--- src/dbg_event_pkg.sv ---
// constants for the debug event flag, sequencer status and comparator a control block
// assumes a 32-bit axi4-lite register bus at 100 MHz with one word per register
// Function
// non-trigger flags set only while armed
// trigger flag bit 6, armed or arming
// arming alone clears non-trigger flags
// set flags never block other flags
// external bit 4, channel matches bits 3-0
// state field follows each armed transition
// software disarm keeps last state
// internal end returns state to 000
// arming forces state 001
// state codes 000 to 100, rest reserved
// bit 6 selects equal or differ
// bit 5 selects data or pc address
// bit 2 qualifies, bit 3 picks direction
// instruction mode ignores direction bits
// bit 0 enables comparator a
// control writes ignored while armed
// software enables comparator before using matches
// status registers read-only, undefined bits zero
package dbg_event_pkg;
    // register indices as printed; byte address is four times the index
    localparam logic [11:0] event_flags_idx = 12'h10a;
    localparam logic [11:0] seq_status_idx = 12'h10b;
    localparam logic [11:0] cmp_a_ctl_idx = 12'h110;
    localparam logic [11:0] arm_ctl_idx = 12'h100;
    localparam logic [11:0] irq_status_idx = 12'h101;
    localparam logic [11:0] irq_mask_idx = 12'h102;
    // event flag fields
    localparam int trigger_flag_bit = 6;
    localparam int external_event_flag_bit = 4;
    localparam int channel_match_lsb = 0;
    // comparator a control fields
    localparam int data_mismatch_bit = 6;
    localparam int instruction_select_bit = 5;
    localparam int direction_bit = 3;
    localparam int direction_qualify_bit = 2;
    localparam int comparator_enable_bit = 0;
    localparam logic [7:0] cmp_a_ctl_writable = 8'h6d;
    localparam logic [7:0] cmp_a_ctl_reset = 8'h00;
    // interrupt status fields
    localparam int irq_trigger_bit = 0;
    localparam int irq_match_bit = 1;
    localparam int irq_end_bit = 2;
    localparam logic [2:0] irq_reset = 3'h0;
    // sequencer state codes
    localparam logic [2:0] state_disarmed = 3'h0;
    localparam logic [2:0] state_first = 3'h1;
    localparam logic [2:0] state_final = 3'h4;
    // axi responses
    localparam logic [1:0] resp_okay = 2'h0;
    localparam logic [1:0] resp_slverr = 2'h2;
endpackage

--- src/debug_event_status_comparator.sv ---
// event flags, sequencer status and comparator a of the debug module, axi4-lite slave
// assumes cpu bus strobes, trigger, session end and sequencer requests are on aclk;
// only the external event pin is asynchronous
`timescale 1ns/1ps
`default_nettype none
module debug_event_status_comparator
    import dbg_event_pkg::*;
(
    // clock and reset
    input wire logic aclk,
    input wire logic aresetn,
    // axi4-lite write address and data
    input wire logic [31:0] s_axi_awaddr,
    input wire logic s_axi_awvalid,
    output logic s_axi_awready,
    input wire logic [31:0] s_axi_wdata,
    input wire logic [3:0] s_axi_wstrb,
    input wire logic s_axi_wvalid,
    output logic s_axi_wready,
    // axi4-lite write response
    output logic [1:0] s_axi_bresp,
    output logic s_axi_bvalid,
    input wire logic s_axi_bready,
    // axi4-lite read
    input wire logic [31:0] s_axi_araddr,
    input wire logic s_axi_arvalid,
    output logic s_axi_arready,
    output logic [31:0] s_axi_rdata,
    output logic [1:0] s_axi_rresp,
    output logic s_axi_rvalid,
    input wire logic s_axi_rready,
    // watched cpu buses
    input wire logic [23:0] cpu_data_addr,
    input wire logic [31:0] cpu_data,
    input wire logic cpu_read,
    input wire logic cpu_data_valid,
    input wire logic [23:0] cpu_pc,
    input wire logic cpu_instruction_address_select_valid,
    // comparator a reference values held elsewhere
    input wire logic [23:0] cmp_a_addr,
    input wire logic [31:0] cmp_a_data,
    input wire logic [31:0] cmp_a_data_mask,
    // other channels, events and sequencer requests
    input wire logic [3:1] channel_match_in,
    input wire logic external_event_pin,
    input wire logic forced_trigger_event,
    input wire logic session_end_event,
    input wire logic seq_goto_valid,
    input wire logic [2:0] seq_goto_state,
    // outputs
    output logic comparator_a_match,
    output logic armed,
    output logic irq
);
    typedef enum {seq_off, seq_on} seq_e;

    logic aw_held;                 // address taken, waiting for data
    logic w_held;                  // data taken, waiting for address
    logic [11:0] aw_idx;
    logic [31:0] w_data;
    logic [3:0] w_strb;
    logic [7:0] cmp_a_ctl;         // comparator a control
    logic [7:0] event_flags;       // sticky session flags
    logic [2:0] state_field;       // sequencer state code
    seq_e seq;                     // armed session running
    logic [2:0] irq_status;
    logic [2:0] irq_mask;
    logic [2:0] irq_set;           // set this cycle
    logic [2:0] irq_clr;           // cleared this cycle
    logic ext_s1, ext_s2, ext_s3;  // external pin synchroniser
    logic ext_level;               // accepted pin level
    logic ext_pulse;
    logic match_a;
    logic [3:0] chan_match;
    logic do_write;
    logic wr_lane0;
    logic arm_req;
    logic disarm_req;
    logic [11:0] ar_idx;
    logic [7:0] rd_byte;
    logic rd_hit;

    assign armed = (seq == seq_on);

    // write channels take address and data in either order, one write in flight
    assign s_axi_awready = !aw_held && !s_axi_bvalid;
    assign s_axi_wready = !w_held && !s_axi_bvalid;
    assign do_write = aw_held && w_held && !s_axi_bvalid;
    assign wr_lane0 = do_write && w_strb[0];

    // latch address and data as they arrive
    always_ff @(posedge aclk) begin
        if (!aresetn) begin
            aw_held <= 1'b0;
            w_held <= 1'b0;
            aw_idx <= 12'h000;
            w_data <= 32'h0000_0000;
            w_strb <= 4'h0;
        end else begin
            if (s_axi_awvalid && s_axi_awready) begin
                aw_held <= 1'b1;
                aw_idx <= s_axi_awaddr[13:2];
            end else if (do_write) begin
                aw_held <= 1'b0;
            end
            if (s_axi_wvalid && s_axi_wready) begin
                w_held <= 1'b1;
                w_data <= s_axi_wdata;
                w_strb <= s_axi_wstrb;
            end else if (do_write) begin
                w_held <= 1'b0;
            end
        end
    end

    // write response; unmapped addresses answer slverr, read-only ones okay
    always_ff @(posedge aclk) begin
        if (!aresetn) begin
            s_axi_bvalid <= 1'b0;
            s_axi_bresp <= resp_okay;
        end else if (do_write) begin
            s_axi_bvalid <= 1'b1;
            unique case (aw_idx)
                event_flags_idx, seq_status_idx, cmp_a_ctl_idx,
                arm_ctl_idx, irq_status_idx, irq_mask_idx: s_axi_bresp <= resp_okay;
                default: s_axi_bresp <= resp_slverr;
            endcase
        end else if (s_axi_bready) begin
            s_axi_bvalid <= 1'b0;
        end
    end

    // read decode; undefined bits read zero
    assign ar_idx = s_axi_araddr[13:2];
    always_comb begin
        rd_byte = 8'h00;
        rd_hit = 1'b1;
        unique case (ar_idx)
            event_flags_idx: rd_byte = event_flags;
            seq_status_idx: rd_byte = {5'h00, state_field};
            cmp_a_ctl_idx: rd_byte = cmp_a_ctl;
            arm_ctl_idx: rd_byte = {7'h00, armed};
            irq_status_idx: rd_byte = {5'h00, irq_status};
            irq_mask_idx: rd_byte = {5'h00, irq_mask};
            default: rd_hit = 1'b0;
        endcase
    end

    // read answer one cycle after the address is taken
    assign s_axi_arready = !s_axi_rvalid;
    always_ff @(posedge aclk) begin
        if (!aresetn) begin
            s_axi_rvalid <= 1'b0;
            s_axi_rdata <= 32'h0000_0000;
            s_axi_rresp <= resp_okay;
        end else if (s_axi_arvalid && s_axi_arready) begin
            s_axi_rvalid <= 1'b1;
            s_axi_rdata <= {24'h00_0000, rd_byte};
            s_axi_rresp <= rd_hit ? resp_okay : resp_slverr;
        end else if (s_axi_rready) begin
            s_axi_rvalid <= 1'b0;
        end
    end

    // comparator a control; frozen during a session so a match cannot change mid-run
    always_ff @(posedge aclk) begin
        if (!aresetn) begin
            cmp_a_ctl <= cmp_a_ctl_reset;
        end else if (wr_lane0 && aw_idx == cmp_a_ctl_idx && !armed) begin
            cmp_a_ctl <= w_data[7:0] & cmp_a_ctl_writable;
        end
    end

    // arm control: write 1 arms, write 0 disarms
    assign arm_req = wr_lane0 && aw_idx == arm_ctl_idx && w_data[0] && !armed;
    assign disarm_req = wr_lane0 && aw_idx == arm_ctl_idx && !w_data[0] && armed;

    // external pin: three flops, a change counts when the last two agree
    always_ff @(posedge aclk) begin
        if (!aresetn) begin
            ext_s1 <= 1'b0;
            ext_s2 <= 1'b0;
            ext_s3 <= 1'b0;
            ext_level <= 1'b0;
        end else begin
            ext_s1 <= external_event_pin;
            ext_s2 <= ext_s1;
            ext_s3 <= ext_s2;
            if (ext_s2 == ext_s3) begin
                ext_level <= ext_s3;
            end
        end
    end
    assign ext_pulse = (ext_s2 == ext_s3) && ext_s3 && !ext_level;

    // comparator a match logic
    always_comb begin
        logic data_eq;
        logic dir_ok;
        data_eq = ((cpu_data ^ cmp_a_data) & cmp_a_data_mask) == 32'h0000_0000;
        // direction qualifier: 0 matches writes, 1 matches reads
        dir_ok = !cmp_a_ctl[direction_qualify_bit]
                 || (cmp_a_ctl[direction_bit] == cpu_read);
        match_a = 1'b0;
        if (!cmp_a_ctl[comparator_enable_bit]) begin
            match_a = 1'b0;
        end else if (cmp_a_ctl[instruction_select_bit]) begin
            // instruction hits are data independent, so qualifiers are ignored
            match_a = cpu_instruction_address_select_valid && (cpu_pc == cmp_a_addr);
        end else begin
            match_a = cpu_data_valid && (cpu_data_addr == cmp_a_addr) && dir_ok
                      && (cmp_a_ctl[data_mismatch_bit] ? !data_eq : data_eq);
        end
    end
    assign chan_match = {channel_match_in, match_a};

    // registered match towards the sequencer logic
    always_ff @(posedge aclk) begin
        if (!aresetn) begin
            comparator_a_match <= 1'b0;
        end else begin
            comparator_a_match <= match_a;
        end
    end

    // session state and state field
    always_ff @(posedge aclk) begin
        if (!aresetn) begin
            seq <= seq_off;
            state_field <= state_disarmed;
        end else if (arm_req) begin
            seq <= seq_on;
            state_field <= state_first;
        end else if (armed && disarm_req) begin
            seq <= seq_off;
        end else if (armed && session_end_event) begin
            seq <= seq_off;
            state_field <= state_disarmed;
        end else if (armed && seq_goto_valid && seq_goto_state <= state_final
                     && seq_goto_state != state_disarmed) begin
            state_field <= seq_goto_state;
        end
    end

    // sticky event flags; arming clears, events only or-in new bits
    always_ff @(posedge aclk) begin
        if (!aresetn) begin
            event_flags <= 8'h00;
        end else if (arm_req) begin
            event_flags <= 8'h00;
            event_flags[trigger_flag_bit] <= forced_trigger_event;
        end else if (armed) begin
            if (forced_trigger_event) begin
                event_flags[trigger_flag_bit] <= 1'b1;
            end
            if (ext_pulse) begin
                event_flags[external_event_flag_bit] <= 1'b1;
            end
            event_flags[channel_match_lsb +: 4] <=
                event_flags[channel_match_lsb +: 4] | chan_match;
        end
    end

    // interrupt sources and software clears of this cycle
    always_comb begin
        irq_set = 3'h0;
        irq_set[irq_trigger_bit] = forced_trigger_event && (armed || arm_req);
        irq_set[irq_match_bit] = armed && (|chan_match);
        irq_set[irq_end_bit] = armed && session_end_event && !disarm_req;
        irq_clr = (wr_lane0 && aw_idx == irq_status_idx) ? w_data[2:0] : 3'h0;
    end

    // interrupt status: hardware set wins over a write-one clear
    always_ff @(posedge aclk) begin
        if (!aresetn) begin
            irq_status <= irq_reset;
            irq_mask <= irq_reset;
        end else begin
            irq_status <= (irq_status & ~irq_clr) | irq_set;
            if (wr_lane0 && aw_idx == irq_mask_idx) begin
                irq_mask <= w_data[2:0];
            end
        end
    end

    // level interrupt from any unmasked status bit; a mask bit of 1 blocks
    // registered, so no glitch on the pin
    always_ff @(posedge aclk) begin
        if (!aresetn) begin
            irq <= 1'b0;
        end else begin
            irq <= |(irq_status & ~irq_mask);
        end
    end
endmodule
`default_nettype wire

--- config.mk ---
export PLATFORM = sky130hd
export DESIGN_NAME = debug_event_status_comparator
export DESIGN_NICKNAME = d
export VERILOG_FILES = /design/src/dbg_event_pkg.sv /design/src/debug_event_status_comparator.sv
export SDC_FILE = /design/constraint.sdc
export NUM_CORES = 1
export LEC_CHECK = 0
export BUFFER_PORTS_ARGS = -buffer_cell sky130_fd_sc_hd__buf_2
export CAP_MARGIN = 25
export CORE_AREA = 8 8 123 125
export CTS_CLUSTER_DIAMETER = 50
export DETAILED_ROUTE_END_ITERATION = 6
export DIE_AREA = 0 0 131 133
export HOLD_SLACK_MARGIN = 0.05
export PLACE_DENSITY = 0.7
export SYNTH_ARGS = -nofsm -noshare
export SYNTH_HDL_FRONTEND = slang
export SYNTH_SLANG_ARGS = --single-unit
--- constraint.sdc ---
create_clock -name aclk -period 3.7 [get_ports aclk]
set_input_delay 0.74 -clock aclk [delete_from_list [all_inputs] [get_ports aclk]]
set_output_delay 0.74 -clock aclk [all_outputs]
set_load 0.01 [all_outputs]
; ---- Word level (Yosys, flattened, before mapping)
; Index checks and enable logic that the tools add are counted.
[totals]
regBits = 63
elab_cells = 141
[op_classes]
n_lt_le_gt_ge = 1
n_eq_ne = 17
n_mux = 25
bitwise = 10
reduce_logical = 63
[op_table]
columns = cell, n
row1 = 12-bit by 9-bit equality test with 1-bit output (second input constant), 12
row2 = 24-bit equality test, 2
row3 = 7-bit case mux with 6 select lines, 1
row4 = 32-bit AND, 1
row5 = 32-bit logical NOT, 1
row6 = 32-bit bitwise XOR, 1
row7 = 1-bit logical AND, 31
row8 = 1-bit two-way mux, 19
row9 = 2-bit nonzero test, 7
row10 = 6-bit OR reduction, 2
row11 = 1-bit logical NOT, 10
row12 = 3-bit two-way mux, 3
row13 = 3-bit nonzero test, 3
row14 = 2-bit AND reduction, 4
row15 = 3-bit AND, 2
row16 = 3-bit inverter, 2
row17 = 2-bit two-way mux, 2
row18 = 4-bit OR, 1
row19 = 4-bit OR reduction, 1
row20 = 3-bit <= comparator (second input constant), 1
row21 = 3-bit OR, 1
row22 = 3-bit OR reduction, 1
row23 = 1-bit equality test, 2
row24 = 1-bit logical OR, 2
row25 = other kinds (3), 4

; ---- Depth between registers and ports, before layout
[depth]
word_depth = 11
depth_mapped = 7

; ---- Least setup slack after synthesis
; Ideal clock, no wire load.
[synth_timing]
path_kind = input to register
start = input port s_axi_araddr[11]
end = register s_axi_rdata[2]
arrival_ns = 2.043
required_time_ns = 3.624
slack_ns = 1.581
stages = 6
path_buffers = 0
cell_sequence = nor4b_1 > nand2_1 > nor4_1 > a221o_1 > nand4_1 > a21boi_0
[synth_between]
elab_chain_cells = 2
elab_cells_between_ends = 7
[synth_rtl]
columns = element, line_no
row1 = "start, declared", debug_event_status_comparator.sv:25  ; input wire logic [31:0] s_axi_araddr,
row2 = 12-bit by 9-bit equality test with 1-bit output, debug_event_status_comparator.sv:138  ; unique case (ar_idx)
row3 = 7-bit case mux with 6 select lines (*), debug_event_status_comparator.sv:138
row4 = "end signal, assigned", debug_event_status_comparator.sv:158  ; s_axi_rdata <= {24'h00_0000, rd_byte};
row5 = "end, declared", debug_event_status_comparator.sv:28  ; output logic [31:0] s_axi_rdata,
; Every way passes the cells marked *; elsewhere a longest branch is shown, timed or not.
; A chain may end at the register's enable or synchronous reset.

; ---- Final worst setup path
[layout_timing]
start = register s_axi_bvalid
end = register event_flags[0]
[layout_between]
elab_chain_cells = 7
[layout_rtl]
columns = element, line_no
row1 = "start, declared", debug_event_status_comparator.sv:22  ; output logic s_axi_bvalid,
row2 = "start signal, assigned", debug_event_status_comparator.sv:119  ; s_axi_bvalid <= 1'b0;
row3 = "start signal, assigned", debug_event_status_comparator.sv:122  ; s_axi_bvalid <= 1'b1;
row4 = "start signal, assigned", debug_event_status_comparator.sv:129  ; s_axi_bvalid <= 1'b0;
row5 = 1-bit logical NOT, debug_event_status_comparator.sv:88  ; assign do_write = aw_held && w_held && !s_axi_bvalid;
row6 = 1-bit logical AND, debug_event_status_comparator.sv:88
row7 = 1-bit logical AND, debug_event_status_comparator.sv:89  ; assign wr_lane0 = do_write && w_strb[0];
row8 = 1-bit logical AND (3 in a row), debug_event_status_comparator.sv:175  ; assign arm_req = wr_lane0 && aw_idx == arm_ctl_idx && w_data[0] && !armed;
row9 = 2-bit OR reduction (no source line), -
row10 = "end signal, assigned by index", debug_event_status_comparator.sv:251  ; event_flags[trigger_flag_bit] <= forced_trigger_event;
row11 = "end signal, assigned by index", debug_event_status_comparator.sv:259  ; event_flags[channel_match_lsb +: 4] <=
row12 = "end, declared", debug_event_status_comparator.sv:63  ; logic [7:0] event_flags;
; No other way between the ends.

==> results_dict.tcl <==
set metrics [dict create \
    status "complete, no violations" \
    post-dp-hpwl_um 10680 \
    report.final.setup_viol 0 \
    num_rows 42 \
    yosys_most_used_dff "dfxtp_1" \
    pwr_density_cell_nw_per_um2 346.4 \
    nets 964 \
    synthTopCellsByArea "dfxtp_1 31%, xor2_1 14%, buf_4 5.3%, mux2i_1 4.7%, xnor2_1 4.6%" \
    antenna_found_initial 3 \
    regArea_um2 1181 \
    worst_pin_slew_ns 0.8651 \
    clk_latency_ns 0.33 \
    power_leakage_nw 2.517 \
    core_um2 13090 \
    yosysWarnings 0 \
    min_to "ext_s2" \
    synth_area_per_cell_um2 8.642 \
    rsz0062_at_grt "no" \
    reg2regPathDepth 6 \
    htree_levels 3 \
    cts-root-buf "clkbuf_16" \
    pre_cts_slack_ns 0.9995 \
    postCtsSetupBuffers 0 \
    fin_tns_setup_ns 0 \
    ys_seq_area_share_pct 31.13 \
    synth_top_cell_area_share_pct 31.13 \
    cts.repair.resized 0 \
    hold_class "reg -> reg" \
    criticalPathCategory "reg -> reg" \
    worstHoldPathCells 1 \
    cp-end-kind "flop" \
    fmax_mhz 450.0 \
    cts_tree "yes" \
    netlist_instances 439 \
    synthArstFlopShare_pct 0 \
    io_pins 332 \
    crit_chain "nand3b_4 -> or4b_4 -> nor4_4 -> nand2_2 -> o21ai_1 -> o211ai_1" \
    timing.hold.ws_ns 0.4410 \
    critical_path_buf_inv_count 0 \
    grt_max_degree 47 \
    dieWidth_um 131 \
    hold_buffers 0 \
    post-route-period-util_pct 60.06 \
    critPathSlowestCell "or4b_4" \
    fin_ws_ns 1.478 \
    cp_top_family "simple AND/OR/NAND/NOR gates" \
    numCtsBuffers 9 \
    critPathRequiredTime_ns 3.89 \
    period_minus_slack_ns 2.222 \
    met3_usage_pct 5.223 \
    synth.distinct_cells 50 \
    drv_cap 0 \
    slew_viol_final 0 \
    r2r_start "s_axi_bvalid" \
    grtUsageMet1_pct 16.50 \
    globalRouteMet2Util_pct 22.91 \
    drt_first_pass_iters 4 \
    crit_path_max_incr_delay_ns 0.53 \
    antenna_left 0 \
    n_antenna_cell 0 \
    crit_path_start_kind "flop" \
    io_buffers 235 \
    drc 0 \
    r2r_setup_slack_ns 1.48 \
    detail_route.wl_per_cell_um 14.61 \
    critPathArrivalTime_ns 2.41 \
    drive_gt1_share_pct 38.38 \
    gr-usage-all-layers_pct 13.88 \
    clk_pin_slew_ns 0.05 \
    grt_pass1_wl_um 19010 \
    fp.dieH_um 133 \
    vias 3823 \
    r2r_end "event_flags[0]" \
    multi_input_comb_area_um2 2429 \
    grt_overflow 0 \
    drt_iter0_markers 177 \
    fillers 1369 \
    grt_busiest_layer "met2" \
    die_area_um2 17420 \
    synth-edff-count 0 \
    grt_pass1_vias 3877 \
    clock_path_buffers 2 \
    peakVddDrop_mv 0.2103 \
    max_slew_margin_pct 41.79 \
    start_util_pct 28.99 \
    synth_area_um2 3794 \
    fin_worst_skew_ns 0.006175 \
    cts_sinks 59 \
    wl_um 12500 \
    yosys.area.top_type "dfxtp_1" \
    hold_violations 0 \
    gp_congestion 0.8329 \
    area_growth_pct 41.29 \
    via_per_inst 4.466 \
    ys_ff_latch 59 \
    worst-path-max-fanout 7 \
    hp-start "ext_s1" \
]
==> report_power, final <==
group	internal (mW)	leakage, nW	switching, mW	total [mW]
Clock	0.556	0.153	0.286	0.842
Combinational	0.176	1.88	0.161	0.337
Sequential	0.659	0.480	0.0193	0.678
==> synthesized netlist by cell type (all sizes together), types with 2 or more instances <==
master / n
xor2: 62
dfxtp: 59
nand2: 45
buf: 27
nor2b: 26
a22oi: 20
xnor2: 20
a21boi: 18
mux2i: 18
nor2: 14
nor4: 13
a21oi: 11
inv: 11
nand4: 11
o21ai: 11
clkbuf: 10
and2: 7
nand3: 7
nand3b: 4
nor3: 4
nor4b: 4
a31oi: 3
a32oi: 3
and3: 3
mux2: 3
a2111oi: 2
nand2b: 2
nor3b: 2
or2: 2
or2b: 2
==> kinds of logic after synthesis <==
| kind of cell | share of synthesized area (%) |
|---|---|
| simple gates | 21.67 |
| fa+ha+maj | 0.3298 |
| buf+inv | 7.421 |
| flops | 31.13 |
| xor+xnor | 18.93 |
| mux | 5.739 |
| compound gates | 14.68 |
| other cells | 0.09885 |
==> per-stage QoR <==
stage	cells	utilization (%)	total power, mW	instance area [µm²]
floorplan	465	-	0.8715	3891
global placement	840	38.63	1.024	5055
detailed placement	840	38.63	1.028	5055
CTS	856	40.96	1.879	5360
global route	856	40.96	1.954	5360
finish	856	40.96	1.857	5360
==> sequential cells by signal, indices dropped and copies added (netlist names), 3 cells and up <==
| register | count |
|---|---|
| irq_mask | 3 |
| s_axi_rdata | 7 |
| cmp_a_ctl | 5 |
| state_field | 3 |
| w_data | 6 |
| aw_idx | 12 |
| event_flags | 6 |
| irq_status | 3 |
==> routing by layer <==
layer,vias up,routed length (µm)
li1,1957,-
met1,1686,5270
met5,-,30
met3,18,1149
met2,156,5940
met4,6,112
==> layout make-up <==
type	instances	area share [%]
inverters	11	0.7703
well taps	176	4.108
flip-flops and latches	59	22.04
repair buffers	236	22.08
multi-input cells	358	45.31
clock inverters	4	0.9104
clock buffers	12	4.785
==> worst max-delay path by stage <==
stage	start	to	slack [ns]	cells after the start
floorplan	s_axi_araddr[11]	s_axi_rdata[2]	1.58	6
global placement	cmp_a_addr[3]	event_flags[0]	1.04	7
detailed placement	cmp_a_addr[3]	event_flags[0]	1.0	7
CTS	cmp_a_addr[3]	event_flags[0]	1.34	7
global route	s_axi_araddr[11]	s_axi_rdata[2]	1.17	7
finish	s_axi_bvalid	event_flags[0]	1.48	6
==> cells in the final DEF, fill, tap and decap left out, drive strengths merged, types with 2 or more instances in the layout <==
master / instances
dfxtp: 59
clkinv: 3
and2: 7
inv: 11
mux2: 3
a21oi: 11
nor3: 4
nand4: 11
conb: 27
a32oi: 3
nand2: 45
nor4b: 4
o21ai: 11
xor2: 62
buf: 236
nor3b: 2
xnor2: 20
nand2b: 2
or2: 2
and3: 3
nor2: 14
nor4: 13
clkbuf: 12
a31oi: 3
a22oi: 20
nor2b: 26
a21boi: 18
a2111oi: 2
nand3b: 4
or2b: 2
nand3: 7
mux2i: 18
Power figures use the tool's default switching activity.
